[src/asp_pkg.sv]
// Package for the two-port asynchronous serial block: offsets, fields, types.
// Assumes a single 25 MHz clock and an AHB-Lite register bus in front.
`default_nettype none
package asp_pkg;
  // Register indices as printed; byte address is four times the index
  localparam logic [7:0] P0_BASE  = 8'h80;
  localparam logic [7:0] P1_BASE  = 8'h10;
  localparam logic [7:0] OFF_CTRL = 8'h00;
  localparam logic [7:0] OFF_STAT = 8'h02;
  localparam logic [7:0] OFF_TXD  = 8'h04;
  localparam logic [7:0] OFF_RXD  = 8'h06;
  localparam logic [7:0] OFF_DIV  = 8'h08;
  localparam int         BYTE_SH  = 2;
  // Frame formats
  localparam logic [2:0] MODE_1 = 3'h1;
  localparam logic [2:0] MODE_2 = 3'h2;
  localparam logic [2:0] MODE_3 = 3'h3;
  localparam logic [2:0] MODE_4 = 3'h4;
  localparam logic [3:0] BITS_7 = 4'h7;
  localparam logic [3:0] BITS_8 = 4'h8;
  localparam logic [3:0] BITS_9 = 4'h9;
  localparam logic [3:0] FRAME_EXTRA = 4'h2;  // Start plus stop
  localparam logic [4:0] LONG_ADD    = 5'h03; // Long break is 2M+3 bits
  // Sixteen ticks per bit
  localparam logic [3:0] OVS_MID  = 4'h7;
  localparam logic [3:0] OVS_LAST = 4'hf;
  localparam int         OVS_SH   = 4;
  // DMA field codes
  localparam logic [2:0] DMA_R0T1 = 3'h1;
  localparam logic [2:0] DMA_R1T0 = 3'h2;
  localparam logic [2:0] DMA_R0   = 3'h4;
  localparam logic [2:0] DMA_R1   = 3'h5;
  localparam logic [2:0] DMA_T0   = 3'h6;
  localparam logic [2:0] DMA_T1   = 3'h7;

  // Control register layout
  typedef struct packed {
    logic [2:0] dma;
    logic       rx_status_int_en;
    logic       send_break;
    logic       tx_ninth_bit;
    logic       flow_ctrl_enable;
    logic       tx_ready_int_en;
    logic       rx_ready_int_en;
    logic       tx_machine_enable;
    logic       rx_machine_enable;
    logic       even_parity_sel;
    logic       parity_enable;
    logic [2:0] mode;
  } asp_ctrl_type;

  // Status register layout
  typedef struct packed {
    logic [4:0] rsvd_hi;
    logic       long_break_flag;
    logic       short_break_flag;
    logic       rx_ninth_bit;
    logic       rx_data_valid;
    logic       tx_hold_empty;
    logic       framing_flag;
    logic       overrun_flag;
    logic       parity_err_flag;
    logic       tx_shift_idle;
    logic       handshake_in_inv;
    logic       rsvd_lo;
  } asp_stat_type;

  // Register access strobe toward one port
  typedef struct packed {
    logic        wr;
    logic        rd;
    logic [7:0]  off;
    logic [15:0] wdata;
  } asp_req_type;

  typedef enum logic [1:0] {RX_IDLE, RX_START, RX_BITS} asp_rx_state_type;
  typedef enum logic {TX_IDLE, TX_SHIFT} asp_tx_state_type;

  // Whole state of one port
  typedef struct packed {
    asp_ctrl_type     ctrl;
    logic [15:0]      div;
    logic [15:0]      baud_cnt;
    logic             tick;
    asp_stat_type     stat;
    logic [7:0]       thr;
    logic [7:0]       rbr;
    asp_tx_state_type tx_st;
    logic [10:0]      tx_sh;
    logic [3:0]       tx_left;
    logic [3:0]       tx_ph;
    asp_rx_state_type rx_st;
    logic [3:0]       rx_ph;
    logic [3:0]       rx_bitn;
    logic [9:0]       rx_sh;
    logic [9:0]       low_cnt;
    logic             txd;
    logic             rtr_b;
    logic             irq;
    logic [1:0]       dreq;
  } asp_port_type;

  // Whole state of the bus front end
  typedef struct packed {
    logic        pend;
    logic        wr;
    logic        hit0;
    logic        hit1;
    logic [7:0]  off;
    logic        hready;
    logic [31:0] hrdata;
    logic [1:0]  dreq;
  } asp_bus_type;

  // Receive channel of a DMA code: {used, channel}
  function automatic logic [1:0] dma_rx(input logic [2:0] c);
    unique case (c)
      DMA_R0T1, DMA_R0: dma_rx = 2'h2;
      DMA_R1T0, DMA_R1: dma_rx = 2'h3;
      default:          dma_rx = 2'h0;
    endcase
  endfunction : dma_rx

  // Transmit channel of a DMA code: {used, channel}
  function automatic logic [1:0] dma_tx(input logic [2:0] c);
    unique case (c)
      DMA_R1T0, DMA_T0: dma_tx = 2'h2;
      DMA_R0T1, DMA_T1: dma_tx = 2'h3;
      default:          dma_tx = 2'h0;
    endcase
  endfunction : dma_tx
endpackage : asp_pkg
`default_nettype wire

[src/asp_serial.sv]
// Two asynchronous serial ports behind an AHB-Lite slave.
// Assumes one clock, pins synchronous to it, and an active-low async reset.
//
// The AHB-Lite register port and the placing of the registers were left to the implementer.
`timescale 1ns/100ps
`default_nettype none

// One serial port: registers, baud tick, transmitter, receiver
module asp_port (
  // Clock and synchronised reset
  input  wire logic                  clk_in,
  input  wire logic                  rst_b_in,
  // Register access
  input  wire asp_pkg::asp_req_type  req_in,
  output logic [15:0]                rdata_out,
  // Serial pins
  input  wire logic                  rxd_in,
  input  wire logic                  cts_b_in,
  output logic                       txd_out,
  output logic                       rtr_b_out,
  // Requests
  output logic                       irq_out,
  output logic [1:0]                 dreq_out
);
  asp_pkg::asp_port_type s_q, s_d;   // Current and next state
  asp_pkg::asp_stat_type stat_rd;    // Status as read
  logic [3:0]            nb;         // Bits after start, before stop
  logic [3:0]            mbits;      // Whole frame length M
  logic [8:0]            w9;         // Character bits to send
  logic                  par7;       // Parity over seven bits
  logic                  par8;       // Parity over eight bits
  logic                  rx_err;     // Any receive status flag
  logic [1:0]            rxc;        // Receive DMA channel
  logic [1:0]            txc;        // Transmit DMA channel

  localparam asp_pkg::asp_port_type RST = '{
    stat: '{tx_hold_empty: 1'b1, tx_shift_idle: 1'b1, default: 1'b0},
    tx_st: asp_pkg::TX_IDLE, rx_st: asp_pkg::RX_IDLE,
    txd: 1'b1, rtr_b: 1'b1, default: '0};

  // Frame length from mode
  always_comb begin
    unique case (s_q.ctrl.mode)
      asp_pkg::MODE_4: nb = asp_pkg::BITS_7;
      asp_pkg::MODE_1: nb = asp_pkg::BITS_8;
      default:         nb = asp_pkg::BITS_9;
    endcase
    mbits = nb + asp_pkg::FRAME_EXTRA;
  end

  // Read view of status and register mux
  always_comb begin
    stat_rd                  = s_q.stat;
    stat_rd.rsvd_hi          = '0;
    stat_rd.rsvd_lo          = 1'b0;
    stat_rd.handshake_in_inv = ~cts_b_in;
    unique case (req_in.off)
      asp_pkg::OFF_CTRL: rdata_out = s_q.ctrl;
      asp_pkg::OFF_STAT: rdata_out = stat_rd;
      asp_pkg::OFF_RXD:  rdata_out = {8'h00, s_q.rbr};
      asp_pkg::OFF_DIV:  rdata_out = s_q.div;
      default:           rdata_out = 16'h0000;
    endcase
  end

  // Next-state logic of the whole port
  always_comb begin
    s_d  = s_q;
    rxc  = asp_pkg::dma_rx(s_q.ctrl.dma);
    txc  = asp_pkg::dma_tx(s_q.ctrl.dma);
    par7 = ^s_q.thr[6:0] ^ ~s_q.ctrl.even_parity_sel;
    par8 = ^s_q.thr ^ ~s_q.ctrl.even_parity_sel;
    // Character to send, ninth bit or parity on top
    w9 = {1'b1, s_q.thr};
    unique case (s_q.ctrl.mode)
      asp_pkg::MODE_1: if (s_q.ctrl.parity_enable) w9[7] = par7;
      asp_pkg::MODE_2: w9[8] = s_q.ctrl.tx_ninth_bit;
      asp_pkg::MODE_3: w9[8] = s_q.ctrl.parity_enable ? par8
                                                      : s_q.ctrl.tx_ninth_bit;
      asp_pkg::MODE_4: w9[7] = 1'b1;
      default: ;
    endcase
    // Baud tick every divisor clocks, sixteen per bit
    s_d.tick = 1'b0;
    if (s_q.div == 16'h0000) begin
      s_d.baud_cnt = 16'h0000;
    end else if (s_q.baud_cnt == 16'h0000) begin
      s_d.baud_cnt = s_q.div - 16'h0001;
      s_d.tick     = 1'b1;
    end else begin
      s_d.baud_cnt = s_q.baud_cnt - 16'h0001;
    end

    // Transmitter
    unique case (s_q.tx_st)
      asp_pkg::TX_IDLE: begin
        if (s_q.ctrl.tx_machine_enable && !s_q.stat.tx_hold_empty &&
            (!s_q.ctrl.flow_ctrl_enable || !cts_b_in)) begin
          s_d.tx_st              = asp_pkg::TX_SHIFT;
          s_d.tx_sh              = {1'b1, w9, 1'b0};
          s_d.tx_left            = mbits;
          s_d.tx_ph              = 4'h0;
          s_d.stat.tx_hold_empty = 1'b1;
          s_d.stat.tx_shift_idle = 1'b0;
        end
      end
      asp_pkg::TX_SHIFT: begin
        if (!s_q.ctrl.tx_machine_enable) begin
          s_d.tx_st              = asp_pkg::TX_IDLE;
          s_d.stat.tx_shift_idle = 1'b1;
        end else if (s_q.tick) begin
          s_d.tx_ph = s_q.tx_ph + 4'h1;
          if (s_q.tx_ph == asp_pkg::OVS_LAST) begin
            s_d.tx_sh   = {1'b1, s_q.tx_sh[10:1]};
            s_d.tx_left = s_q.tx_left - 4'h1;
            if (s_q.tx_left == 4'h1) begin
              s_d.tx_st              = asp_pkg::TX_IDLE;
              s_d.stat.tx_shift_idle = 1'b1;
              s_d.ctrl.tx_ninth_bit  = 1'b0;
            end
          end
        end
      end
    endcase

    // Software access; flag writes of zero clear
    if (req_in.wr) begin
      unique case (req_in.off)
        asp_pkg::OFF_CTRL: s_d.ctrl = req_in.wdata;
        asp_pkg::OFF_STAT: begin
          s_d.stat.long_break_flag  = s_q.stat.long_break_flag & req_in.wdata[10];
          s_d.stat.short_break_flag = s_q.stat.short_break_flag & req_in.wdata[9];
          s_d.stat.rx_ninth_bit     = s_q.stat.rx_ninth_bit & req_in.wdata[8];
          s_d.stat.framing_flag     = s_q.stat.framing_flag & req_in.wdata[5];
          s_d.stat.overrun_flag     = s_q.stat.overrun_flag & req_in.wdata[4];
          s_d.stat.parity_err_flag  = s_q.stat.parity_err_flag & req_in.wdata[3];
        end
        asp_pkg::OFF_TXD: begin
          s_d.thr                = req_in.wdata[7:0];
          s_d.stat.tx_hold_empty = 1'b0;
        end
        asp_pkg::OFF_DIV:  s_d.div = req_in.wdata;
        default: ;
      endcase
    end
    if (req_in.rd && req_in.off == asp_pkg::OFF_RXD) begin
      s_d.stat.rx_data_valid = 1'b0;
    end

    // Break watch: count low ticks on the receive line
    if (rxd_in) begin
      s_d.low_cnt = '0;
    end else if (s_q.tick && s_q.low_cnt != '1) begin
      s_d.low_cnt = s_q.low_cnt + 10'h001;
    end
    if (s_q.ctrl.rx_machine_enable && !rxd_in) begin
      if (s_q.low_cnt > {2'b00, mbits, 4'h0}) begin
        s_d.stat.short_break_flag = 1'b1;
      end
      if (s_q.low_cnt > {1'b0, ({1'b0, mbits} << 1) + asp_pkg::LONG_ADD, 4'h0}) begin
        s_d.stat.long_break_flag = 1'b1;
      end
    end

    // Receiver, sixteen ticks and one mid-bit sample per bit
    unique case (s_q.rx_st)
      asp_pkg::RX_IDLE: begin
        if (s_q.ctrl.rx_machine_enable && !rxd_in) begin
          s_d.rx_st = asp_pkg::RX_START;
          s_d.rx_ph = 4'h0;
        end
      end
      asp_pkg::RX_START: begin
        if (s_q.tick) begin
          s_d.rx_ph = s_q.rx_ph + 4'h1;
          if (s_q.rx_ph == asp_pkg::OVS_MID) begin
            s_d.rx_st   = rxd_in ? asp_pkg::RX_IDLE : asp_pkg::RX_BITS;
            s_d.rx_ph   = 4'h0;
            s_d.rx_bitn = 4'h0;
          end
        end
      end
      asp_pkg::RX_BITS: begin
        if (s_q.tick) begin
          s_d.rx_ph = s_q.rx_ph + 4'h1;
          if (s_q.rx_ph == asp_pkg::OVS_LAST) begin
            s_d.rx_sh[s_q.rx_bitn] = rxd_in;
            s_d.rx_bitn            = s_q.rx_bitn + 4'h1;
            if (s_q.rx_bitn == nb) begin
              s_d.rx_st = asp_pkg::RX_IDLE;
              // Mode 2 drops characters whose ninth bit is zero
              if (!(s_q.ctrl.mode == asp_pkg::MODE_2 && !s_q.rx_sh[8])) begin
                if (s_q.stat.rx_data_valid) s_d.stat.overrun_flag = 1'b1;
                if (!rxd_in) s_d.stat.framing_flag = 1'b1;
                s_d.stat.rx_data_valid = 1'b1;
                s_d.rbr = s_q.rx_sh[7:0];
                unique case (s_q.ctrl.mode)
                  asp_pkg::MODE_1: if (s_q.ctrl.parity_enable) begin
                    s_d.rbr[7] = 1'b0;
                    if (^s_q.rx_sh[7:0] ^ ~s_q.ctrl.even_parity_sel)
                      s_d.stat.parity_err_flag = 1'b1;
                  end
                  asp_pkg::MODE_2: s_d.stat.rx_ninth_bit = s_q.rx_sh[8];
                  asp_pkg::MODE_3: begin
                    s_d.stat.rx_ninth_bit = s_q.rx_sh[8];
                    if (s_q.ctrl.parity_enable &&
                        (^s_q.rx_sh[8:0] ^ ~s_q.ctrl.even_parity_sel))
                      s_d.stat.parity_err_flag = 1'b1;
                  end
                  asp_pkg::MODE_4: s_d.rbr[7] = 1'b0;
                  default: ;
                endcase
              end
            end
          end
        end
      end
      default: s_d.rx_st = asp_pkg::RX_IDLE;
    endcase
    if (!s_q.ctrl.rx_machine_enable) s_d.rx_st = asp_pkg::RX_IDLE;

    // Pins and requests from the next state
    s_d.txd   = s_d.ctrl.send_break ? 1'b0 : s_d.tx_sh[0] | (s_d.tx_st == asp_pkg::TX_IDLE);
    s_d.rtr_b = s_d.ctrl.flow_ctrl_enable &
                (s_d.stat.rx_data_valid | ~s_d.ctrl.rx_machine_enable);
    rx_err    = s_d.stat.long_break_flag | s_d.stat.short_break_flag |
                s_d.stat.framing_flag | s_d.stat.overrun_flag | s_d.stat.parity_err_flag;
    rxc       = asp_pkg::dma_rx(s_d.ctrl.dma);
    txc       = asp_pkg::dma_tx(s_d.ctrl.dma);
    s_d.irq   = (s_d.ctrl.rx_status_int_en & rx_err) |
                (s_d.ctrl.tx_ready_int_en & s_d.stat.tx_hold_empty &
                 ~txc[1]) |
                (s_d.ctrl.rx_ready_int_en & s_d.stat.rx_data_valid &
                 ~rxc[1]);
    for (int c = 0; c < 2; c++) begin
      s_d.dreq[c] = (rxc[1] & (rxc[0] == c[0]) & s_d.stat.rx_data_valid) |
                    (txc[1] & (txc[0] == c[0]) & s_d.stat.tx_hold_empty);
    end
  end

  // State register
  always_ff @(posedge clk_in or negedge rst_b_in) begin
    if (!rst_b_in) s_q <= RST;
    else           s_q <= s_d;
  end

  assign txd_out   = s_q.txd;
  assign rtr_b_out = s_q.rtr_b;
  assign irq_out   = s_q.irq;
  assign dreq_out  = s_q.dreq;
endmodule : asp_port

// Notes on behaviour
// - DMA field picks receive and transmit channels
// - Status interrupt on errors or breaks when enabled
// - Send-break holds serial output low
// - Low over M bits short, 2M+3 long
// - Break flags stick until software clears
// - Ninth bit sent in modes 2, 3; cleared after
// - Handshake lines gate only with flow control
// - Transmit interrupt while holding register empty
// - Receive interrupt while data valid
// - Enable bits run transmit and receive machines
// - Optional parity, even or odd select
// - Mode field selects 7, 8 or 9 bits
// - Received ninth bit reloaded by each mode 3 and each kept mode 2 character
// - Data valid cleared only by data read
// - Holding empty cleared by transmit write
// - Framing, overrun, parity flags stick
// - Shifter idle flag tracks shift register
// - Handshake status is inverted clear-to-send
// - Transmit data uses low byte only
// - Bit rate is clock over sixteen times divisor
// - Second port repeats the register set
// - Mode 2 drops characters with ninth bit zero
// - Transmit DMA suppresses transmit interrupt
module asp_serial (
  // Clock and reset
  input  wire logic        clk_in,
  input  wire logic        rst_b_in,
  // AHB-Lite slave
  input  wire logic        hsel_in,
  input  wire logic [9:0]  haddr_in,
  input  wire logic [1:0]  htrans_in,
  input  wire logic        hwrite_in,
  input  wire logic [2:0]  hsize_in,
  input  wire logic [31:0] hwdata_in,
  input  wire logic        hready_in,
  output logic             hreadyout_out,
  output logic             hresp_out,
  output logic [31:0]      hrdata_out,
  // Serial pins, one per port
  input  wire logic [1:0]  rxd_in,
  input  wire logic [1:0]  cts_b_in,
  output logic [1:0]       txd_out,
  output logic [1:0]       rtr_b_out,
  // Interrupts per port and DMA requests per channel
  output logic [1:0]       irq_out,
  output logic [1:0]       dreq_out
);
  logic [1:0]             rst_sync_q;  // Reset release chain
  logic                   rst_b;       // Synchronised reset
  asp_pkg::asp_bus_type   b_q, b_d;    // Bus front state
  asp_pkg::asp_req_type   req0, req1;  // Strobes to each port
  logic [15:0]            rd0, rd1;    // Read data of each port
  logic [1:0]             dr0, dr1;    // DMA requests of each port
  logic [7:0]             idx;         // Register index of address
  logic                   unused_sz;   // Size is always a word

  localparam asp_pkg::asp_bus_type BRST = '{hready: 1'b1, default: '0};

  // Release reset through two flops
  always_ff @(posedge clk_in or negedge rst_b_in) begin
    if (!rst_b_in) rst_sync_q <= 2'b00;
    else           rst_sync_q <= {rst_sync_q[0], 1'b1};
  end
  assign rst_b     = rst_sync_q[1];
  assign unused_sz = ^hsize_in;

  // Strobes in the data phase; receive-buffer read clears valid
  always_comb begin
    req0       = '0;
    req1       = '0;
    req0.off   = b_q.off;
    req1.off   = b_q.off;
    req0.wdata = hwdata_in[15:0];
    req1.wdata = hwdata_in[15:0];
    req0.wr    = b_q.pend & b_q.hit0 & b_q.wr;
    req0.rd    = b_q.pend & b_q.hit0 & ~b_q.wr;
    req1.wr    = b_q.pend & b_q.hit1 & b_q.wr;
    req1.rd    = b_q.pend & b_q.hit1 & ~b_q.wr;
  end

  // Address phase capture, one wait state, registered read data
  always_comb begin
    b_d      = b_q;
    idx      = haddr_in[9:asp_pkg::BYTE_SH];
    b_d.dreq = dr0 | dr1;
    if (b_q.pend) begin
      b_d.pend   = 1'b0;
      b_d.hready = 1'b1;
      b_d.hrdata = {16'h0000, b_q.hit0 ? rd0 : (b_q.hit1 ? rd1 : 16'h0000)};
    end else if (hsel_in && hready_in && htrans_in[1]) begin
      b_d.pend   = 1'b1;
      b_d.hready = 1'b0;
      b_d.wr     = hwrite_in;
      b_d.hit0   = haddr_in[1:0] == 2'b00 && idx >= asp_pkg::P0_BASE &&
                   idx <= asp_pkg::P0_BASE + asp_pkg::OFF_DIV && !idx[0];
      b_d.hit1   = haddr_in[1:0] == 2'b00 && idx >= asp_pkg::P1_BASE &&
                   idx <= asp_pkg::P1_BASE + asp_pkg::OFF_DIV && !idx[0];
      b_d.off    = b_d.hit0 ? idx - asp_pkg::P0_BASE : idx - asp_pkg::P1_BASE;
    end
  end

  // Bus state register
  always_ff @(posedge clk_in or negedge rst_b) begin
    if (!rst_b) b_q <= BRST;
    else        b_q <= b_d;
  end

  // Port 0
  asp_port u_port0 (
    .clk_in    (clk_in),
    .rst_b_in  (rst_b),
    .req_in    (req0),
    .rdata_out (rd0),
    .rxd_in    (rxd_in[0]),
    .cts_b_in  (cts_b_in[0]),
    .txd_out   (txd_out[0]),
    .rtr_b_out (rtr_b_out[0]),
    .irq_out   (irq_out[0]),
    .dreq_out  (dr0)
  );

  // Port 1, same register set
  asp_port u_port1 (
    .clk_in    (clk_in),
    .rst_b_in  (rst_b),
    .req_in    (req1),
    .rdata_out (rd1),
    .rxd_in    (rxd_in[1]),
    .cts_b_in  (cts_b_in[1]),
    .txd_out   (txd_out[1]),
    .rtr_b_out (rtr_b_out[1]),
    .irq_out   (irq_out[1]),
    .dreq_out  (dr1)
  );

  assign hreadyout_out = b_q.hready;
  assign hresp_out     = 1'b0;
  assign hrdata_out    = b_q.hrdata;
  assign dreq_out      = b_q.dreq;
endmodule : asp_serial
`default_nettype wire

[config.mk]
export PLATFORM = sky130hd
export DESIGN_NAME = asp_serial
export DESIGN_NICKNAME = d
export VERILOG_FILES = /design/src/asp_pkg.sv /design/src/asp_serial.sv
export SDC_FILE = /design/constraint.sdc
export NUM_CORES = 1
export LEC_CHECK = 0
export ABC_CLOCK_PERIOD_IN_PS = 8800
export BUFFER_PORTS_ARGS = -buffer_cell sky130_fd_sc_hd__buf_2
export CAP_MARGIN = 10
export CORE_ASPECT_RATIO = 1.2
export CORE_UTILIZATION = 45
export CTS_BUF_LIST = sky130_fd_sc_hd__clkbuf_8
export DETAILED_ROUTE_END_ITERATION = 6
export SYNTH_ARGS = -nofsm -noshare
export SYNTH_HDL_FRONTEND = slang
export SYNTH_SLANG_ARGS = --single-unit
[constraint.sdc]
create_clock -name clk_in -period 8.8 [get_ports clk_in]
set_input_delay 0.88 -clock clk_in [delete_from_list [all_inputs] [get_ports clk_in]]
set_output_delay 0.88 -clock clk_in [all_outputs]
set_load 0.01 [all_outputs]
==> results of run 1 <==
-- Yosys cell counts (14+ instances only) --
library cell and count:
nor2_1 111, a22oi_1 27, buf_4 41, inv_1 72
xnor2_1 54, mux2i_1 22, nand3_1 38, ha_1 40
a21oi_1 62, xor2_1 29, nand2_1 184, nor2b_1 20
clkbuf_1 38, mux2_2 98, or3_1 19, nor3_1 27
o21ai_0 94, dfrtp_1 280, o22ai_1 14
-- through the flow --
step                      hold slack (ns)  setup WS (ns)  total power, mW  instances
after floorplan                    0.3312         0.1651            1.684       1560
after global placement             0.3406          5.078            1.760       1986
after detailed placement           0.3380          5.062            1.766       1986
after CTS                         0.04558          5.068            2.981       2077
after global routing              0.06039          4.771            3.090       2077
final                             0.07420          5.045            2.946       2077
-- cells by family after synthesis --
group	count (synthesis)
muxes	121
buffers and inverters	168
AOI/OAI and AO/OA	320
DFF	289
xor gates and xnor gates	83
adders and majority gates	41
other	2
and+or+nand+nor	519
-- critical path: cells and delay by family (launching register included) --
kind,cells,cell delay [ns]
simple gates,7,1.78
compound gates,3,1.02
flops,1,0.44
fa+ha+maj,1,0.22
xor+xnor,1,0.18
-- cells in the final DEF (no fill, tap or decap), types with 20 or more instances in the layout --
cell and n:
xnor2_1 54, ha_1 40, buf_2 60, nand2_1 184, nand3_1 38, clkbuf_8 64, nor2b_1 20, nor3_1 27
o21ai_0 94, a22oi_1 27, mux2_2 98, xor2_1 29, mux2i_1 22, nor2_1 111, a21oi_1 62, dfrtp_1 279
inv_1 90
-- state kept, by name, summed over array words and instances, names as in the netlist, 2 cells and up, named ones only --
| signal | cells |
|---|---|
| u_port0.s_q | 114 |
| b_q | 12 |
| dreq_out | 2 |
| u_port1.s_q | 114 |
| hrdata_out | 16 |
| rst_sync_q | 2 |
| u_port0.dreq_out | 2 |
| u_port1.dreq_out | 2 |
-- worst paths after layout --
path                                 startpoint          endpoint  slack, ns  cells past startpoint
worst max-delay path            u_port1.s_q[96]  u_port1.s_q[100]       5.04                     12
worst min-delay path                   rst_b_in     rst_sync_q[1]       0.07                      1
worst max register to register  u_port1.s_q[96]  u_port1.s_q[100]       5.04                     12
worst min register to register    rst_sync_q[0]     rst_sync_q[1]       0.36                      0
max in group asynchronous         rst_sync_q[1]  u_port0.s_q[129]       6.96                      1
min in group clk_in               rst_sync_q[0]     rst_sync_q[1]       0.36                      0
-- area by class of cell --
cell class / instances / area, µm²
fillers: 3120 / 16470
clock inverters: 27 / 118.9
well taps: 450 / 563.0
clock buffers: 64 / 880.8
repair buffers: 71 / 395.4
inverters: 73 / 274.0
flip-flops and latches: 289 / 7247
multi-input cells: 1103 / 7392
-- power by group through the flow --
stage                     clock network, mW  registers [mW]  logic [mW]
final                                  1.20            1.45       0.294
after global routing                   1.30            1.46       0.334
after CTS                              1.24            1.45       0.296
after detailed placement                  0            1.47       0.294
after global placement                    0            1.47       0.290
after floorplan                           0            1.47       0.216
-- metal layers --
layer	global-route usage, %	share of wire [%]	vias to the layer above
met2	36.72	47	272
met3	3.660	4.7	77
li1	-	-	5524
met5	0	0.029	-
met4	7.851	3.0	2
met1	30.88	45	5707
==> results.env, run 1 <==
STATUS='finished, final reports clean'
PIN_COUNT=98
DIE_AREA_MM2=0.03487
CLOCKPOWERSHARE_PCT=40.8
DP_HPWL_UM=26640
TOTAL_SWITCHING_POWER_mW=0.7932
SETUP-TNS-FINAL_NS=0
POWER.SHARE.SEQUENTIAL_PCT=49.2
TIGHTESTPINTRANSITION_NS=1.011
GRT_PASS1_VIAS=11370
DRT_PRE_ANTENNA_ITERS=5
YS_FF_LATCH=289
ROUTABILITYCONGESTION=0.8275
INSERTEDDIODECOUNT=0
SYNTH-SEQ-AREA-SHARE_PCT=47.17
SYNTH_EDF_COUNT=0
POST_DP_CELL_AREA_MM2=0.01587
MIN_PERIOD_NS=3.755
FINAL-MAX-SLEW-VIOLATION-COUNT=0
WIRE_LENGTH_OF_THE_FIRST_GLOBAL_ROUTING_PASS_UM=62130
WORST_HOLD_PATH_TYPE='in -> async'
SYNTH_TOP_FLOP_CELL='dfrtp_1'
POSTSYNTH.ASYNCRESETSHARE_PCT=100.0
ANT_NETS=0
CRIT_PATH_START_KIND='flip-flop'
POSTLAYOUTCOREUTIL_PCT=50.61
INITIALDRTVIOLATIONCOUNT=817
CRITICAL-PATH-TOP-CELL-BY-COUNT='or3_1'
CLKLATENCYLATEPIN_NS=0.58
VIA_PER_INST=5.576
AVERAGE_ROUTED_WIRE_PER_STANDARD_CELL_UM=18.40
YS_TOP_CELLS_BY_AREA='dfrtp_1 46%, mux2_2 7.2%, nand2_1 4.5%'
FINALNETCOUNT=1684
DRV_CAP=0
FLOORPLAN.DIE.HEIGHT_UM=204.4
PATH_MAX_FANOUT=22
SYNTH.LIB_CELLS_USED.DISTINCT=82
NUMCTSBUFFERS=50
CRITPATHMAXSTAGEDELAY_NS=0.50
COMB_POWER_SHARE_PCT=10.0
START_UTIL_PCT=46.06
SYNTHESIS.AREA_PER_INSTANCE_UM2=9.952
SWITCHING_SHARE_PCT=26.92
MUXSHAREOFSYNTHAREA_PCT=8.710
CRITICAL_PATH_REQUIRED_NS=9.24
CTSLONGESTPATHBUFFERS=3
FLOORPLAN.ROWS=73
TIMING.FINAL.HOLD_VIOLATIONS=0
DETAIL_ROUTE.WIRELENGTH_UM=38220
SYNTH.TOP_CELL.AREA_SHARE_PCT=45.63
DIE_X_UM=170.6
POWER.DENSITY_CELL_AREA_mW_PER_MM2=174.6
RSZ0062_AT_GRT='no'
VIAS=11580
H-TREE-DEPTH=2
CRITICAL_PATH.SLOWEST_CELL='a2111o_1'
TRITONCTS_CLOCK_TREE='done'
SERIES_OF_CELL_INSTANCES_ALONG_THE_CRITICAL_PATH='or3_1, nor3_1, and3_1, a21oi_1, ha_1, or3b_1, or3_1, a41o_1, a2111o_1, nor3b_1, xor2_1, nor2_1'
SETUP_VIOLATIONS_FINAL=0
GLOBALROUTEOVERFLOWTOTAL=0
YS.WARNINGS.COUNT=0
CLOCK-SINKS=289
CTS_RESIZED=0
IO_BUFFER_COUNT=60
P_LEAK_nW=7.885
LAYOUT_WORST_PATH_CYCLE_SHARE_PCT=42.67
HOLD_BUFFERS=0
CTS.REPORTEDPATHS.CLKPINSLEW_NS=0.07
LAYOUT-AREA-OVERHEAD-VS-SYNTH_PCT=9.867
TIMING.FMAX_MHz=266.3
MAXIMUM_NUMBER_OF_PINS_ON_ONE_NET_BEFORE_GLOBAL_ROUTE_REPAIR=183
SYNTH_COMPOUND_AREA_SHARE_PCT=13.75
CTS_POST_SETUP_BUFFERS_INSERTED=0
CTS.ROOT.BUFFER_CELL='clkbuf_8'
FIN_SKEW_NS=0.02348
YOSYS.AREA.TOP_TYPE='dfrtp_1'
RELSLEWSLACK_PCT=32.60
ANTENNA_VIOLATIONS_BEFORE_REPAIR=1
CRITICAL_PATH_ARRIVAL_NS=4.20
P_INT_mW=2.153
GLOBAL_ROUTE.USAGE.TOTAL_PCT=22.75
SYNTH_XOR_XNOR_AREA_SHARE_PCT=4.734
DRC_ERRORS=0
SYNTHCELLS=1543
SYNTH_TOP_FAMILY_BY_AREA='simple AND/OR/NAND/NOR gates'
SIMPLE_GATE_SHARE_OF_THE_SYNTHESIZED_AREA_PCT=17.04
MAX-VDD-IR-DROP_mV=0.1341
POST_SYNTH_FA_HA_MAJ_AREA_FRACTION_PCT=3.333
FINAL_LAYOUT_SIZE_SUFFIX_GT1_SHARE_PCT=17.82
WORST-SETUP-PATH-TYPE='reg -> reg'
NETLIST_AREA_MM2=0.01536
CRIT_PATH_END_KIND='flip-flop'
FINAL_DESIGN_INSTANCE_AREA_WITHOUT_FILL_MM2=0.01687
FP.COREAREA_MM2=0.03334
Power figures use the tool's default switching activity.
==> run 2, diff against run 1 <==
- ABC_CLOCK_PERIOD_IN_PS: 8800 -> 3300
- clock period: 8.8 -> 3.3 ns (I/O delays scaled with it)
==> run 2 against run 1 <==
Compared with the run above:
- total power rose to 2.8 times the previous value
- critical path type unchanged
- the flow now finishes with violations (design-rule violations)
- design area increased by 2.8%
- highest routed layer is now met4
- sequential power grew to 2.7 times the previous value
- clock power increased to 3.0 times the previous value
- sequential share of layout area fell by 1.2 points
- global-route usage up 0.18 points
- largest power group unchanged
==> results.env, run 2 (same netlist as run 1, synthesis figures left out) <==
DIE_X_UM=170.6  # unchanged
MOST_FREQUENT_STANDARD_CELL_IN_THE_LAYOUT_EXCLUDING_FILL_AND_TAP_CELLS='dfrtp_1'
CRITICAL_PATH_REQUIRED_NS=3.77  # -5.47 ns
SERIES_OF_CELL_INSTANCES_ALONG_THE_CRITICAL_PATH='nor2_1, and4b_2, and3_4, a21oi_4, ha_2, or3b_4, or3_1, a41o_1, a2111o_1, nor4b_2, xor2_1, nor2_1'
TOTAL_SWITCHING_POWER_mW=2.173  # +170%
DP_HPWL_UM=27720  # +4.1%
CTSLONGESTPATHBUFFERS=3  # unchanged
STATUS='finished, violations left'
WORST-SETUP-PATH-TYPE='reg -> reg'
REGTOREGSTARTPOINT='u_port1.s_q[95]'
CTS.REPORTEDPATHS.CLKPINSLEW_NS=0.06  # about the same
INITIALDRTVIOLATIONCOUNT=840  # +2.8%
DIE_AREA_MM2=0.03487  # unchanged
FLOORPLAN.ROWS=73  # unchanged
MIN_PERIOD_NS=3.215  # -0.5403 ns
POWER.DENSITY_CELL_AREA_mW_PER_MM2=476.4  # +170%
RSZ0062_AT_GRT='yes'
VIOLATIONS_IN_THE_FINAL_REPORTS='design-rule violations'
RELSLEWSLACK_PCT=45.91  # +13 points
ROUTABILITYCONGESTION=0.8575  # +3.6%
DETAIL_ROUTE.WIRELENGTH_UM=39180  # +2.5%
FP.COREAREA_MM2=0.03334  # unchanged
REG2REG_SLACK_NS=0.08  # -4.96 ns
CLOCK-SINKS=289  # unchanged
CLOCKPOWERSHARE_PCT=43.1  # +2.3 points
CRITICAL-PATH-TOP-CELL-BY-COUNT='nor2_1'
FINALNETCOUNT=1723  # +2.3%
FF_LATCH_AREA_MM2=0.007247  # unchanged
VIA_PER_INST=5.610  # +0.60%
PIN_COUNT=98  # unchanged
START_UTIL_PCT=46.06  # unchanged
GLOBAL_ROUTE.USAGE.TOTAL_PCT=22.92  # +0.18 points
ANTENNA_VIOLATIONS_BEFORE_REPAIR=0  # -1
CP_NUM_BUF_INV=0  # unchanged
GLOBALROUTEOVERFLOWTOTAL=0  # unchanged
FINAL_DESIGN_INSTANCE_AREA_WITHOUT_FILL_MM2=0.01735  # +2.8%
GRT_PASS1_VIAS=11470  # +0.88%
FILLCELLCOUNT=3063  # -1.8%
POSTLAYOUTCOREUTIL_PCT=52.04  # +1.4 points
POST_DP_CELL_AREA_MM2=0.01613  # +1.6%
FIN_SKEW_NS=0.02457  # +0.001089 ns
VIAS=11880  # +2.5%
IO_BUFFER_COUNT=60  # unchanged
LAYOUT_WORST_PATH_CYCLE_SHARE_PCT=97.42  # +55 points
DRC_ERRORS=2  # +2
CRIT_PATH_START_KIND='flip-flop'
ANT_NETS=0  # unchanged
INSERTEDDIODECOUNT=0  # unchanged
WIRE_LENGTH_OF_THE_FIRST_GLOBAL_ROUTING_PASS_UM=62690  # +0.90%
LAYOUT-AREA-OVERHEAD-VS-SYNTH_PCT=12.98
CP-STARTPOINT='u_port1.s_q[95]'
MAXIMUM_NUMBER_OF_PINS_ON_ONE_NET_BEFORE_GLOBAL_ROUTE_REPAIR=64  # -65%
FINAL-MAX-SLEW-VIOLATION-COUNT=0  # unchanged
WORST_HOLD_PATH_TYPE='in -> async'
MAX-VDD-IR-DROP_mV=0.2337  # +74%
PATH_DEPTH=12  # unchanged
CTS.ROOT.BUFFER_CELL='clkbuf_8'
WORST_REG2REG_PATH_DEPTH=12  # unchanged
SETUP_VIOLATIONS_FINAL=0  # unchanged
DRT_PRE_ANTENNA_ITERS=7  # +2
TRITONCTS_CLOCK_TREE='done'
CRIT_PATH_END_KIND='flip-flop'
TIMING.HOLD.WS_NS=0.06488  # -0.009318 ns
SWITCHING_SHARE_PCT=26.29  # -0.63 points
TIGHTESTPINTRANSITION_NS=0.8114  # -0.1996 ns
COMB_POWER_SHARE_PCT=10.1  # about the same
PATH_MAX_FANOUT=4  # -82%
MULTI_INPUT_COMB_AREA_MM2=0.007432  # +0.54%
CRITICAL_PATH.SLOWEST_CELL='a2111o_1'
PRECTSSETUPSLACK_NS=0.09121  # -4.970 ns
POST-ROUTE-WORST-SETUP-SLACK_NS=0.08500  # -4.960 ns
AVERAGE_ROUTED_WIRE_PER_STANDARD_CELL_UM=18.51  # +0.58%
CRITPATHMAXSTAGEDELAY_NS=0.44  # -0.06 ns
REG_TO_REG_ENDPOINT='u_port1.s_q[102]'
DPL.CELL_COUNT=2015  # +1.5%
H-TREE-DEPTH=2  # unchanged
MOSTFREQUENTLAYOUTCELLS='279 x dfrtp_1, 184 x nand2_1, 111 x nor2_1'
POWER.SHARE.SEQUENTIAL_PCT=46.8  # -2.4 points
CRITICAL_PATH_ARRIVAL_NS=3.68  # -0.52 ns
P_INT_mW=6.092  # +180%
CRITICAL_PATH.ENDPOINT='u_port1.s_q[102]'
TIMING.FINAL.HOLD_VIOLATIONS=0  # unchanged
P_LEAK_nW=8.132  # +3.1%
NUMCTSBUFFERS=50  # unchanged
FLOORPLAN.DIE.HEIGHT_UM=204.4  # unchanged
DRV_CAP=0  # unchanged
TIMING.FMAX_MHz=311.0  # +17%
CLKLATENCYLATEPIN_NS=0.59  # about the same
FINAL_LAYOUT_SIZE_SUFFIX_GT1_SHARE_PCT=20.34  # +2.5 points
CPLARGESTDELAYFAMILY='simple AND/OR/NAND/NOR gates'
FIN_CELLS=2117  # +1.9%
-- run 2: cell types whose count changed in the layout (fill, tap and decap cells not counted), sizes merged --
cell,delta
buf,+34
inv,-5
clkinv,+2
bufinv,+4
dlygate4sd3,+5
-- run 2: cell type report --
class | instances | share of cell area [%]
clock buffers | 64 | 5.077
clock inverters | 28 | 1.305
inverters | 73 | 1.579
multi-input cells | 1103 | 42.84
flip-flops and latches | 289 | 41.77
well taps | 450 | 3.245
repair buffers | 110 | 4.183
-- run 2: per-layer routing --
metal | GRT usage [%] | vias to the layer above | part of all wire, %
li1 | - | 5608 | -
met1 | 31.90 | 5887 | 46
met2 | 36.11 | 312 | 46
met3 | 3.815 | 69 | 4.6
met4 | 7.690 | 0 | 2.8
met5 | 0 | - | 0
-- run 2: worst reg2reg max path, stage by stage (launching register included) --
cell and delay, ns:
dfrtp_1 0.39, nor2_1 0.06, and4b_2 0.26, and3_4 0.18
a21oi_4 0.14, ha_2 0.20, or3b_4 0.38, or3_1 0.32
a41o_1 0.24, a2111o_1 0.44, nor4b_2 0.28, xor2_1 0.16
nor2_1 0.06
-- run 2: power groups by stage --
stage,sequential [mW],clock (mW),combinational (mW)
after floorplan,3.91,0,0.584
after global placement,3.92,0,0.811
after detailed placement,3.92,0,0.826
after CTS,3.86,3.65,0.835
after global routing,3.89,3.84,0.936
final,3.86,3.56,0.837
-- run 2: worst min-delay path by stage --
stage / from / end / slack (ns) / depth (start not counted)
after floorplan: rst_b_in / rst_sync_q[0] / 0.03 / 0
after global placement: rst_b_in / rst_sync_q[0] / 0.12 / 1
after detailed placement: rst_b_in / rst_sync_q[0] / 0.12 / 1
after CTS: rst_b_in / rst_sync_q[1] / 0.02 / 2
after global routing: rst_b_in / rst_sync_q[1] / 0.05 / 2
final: rst_b_in / rst_sync_q[1] / 0.06 / 2
-- run 2: metrics by stage --
stage	TNS, ns	power [mW]
floorplan	0	4.497
global placement	0	4.731
detailed placement	0	4.749
CTS	0	8.351
global route	-0.07990	8.662
finish	0	8.265
-- run 2: timing repair --
action,CTS,global route
endpoints found under the setup margin,0,6
hold buffers,5,0
gates resized for setup,0,5
hold endpoints to repair,6,0
buffers inserted,0,5
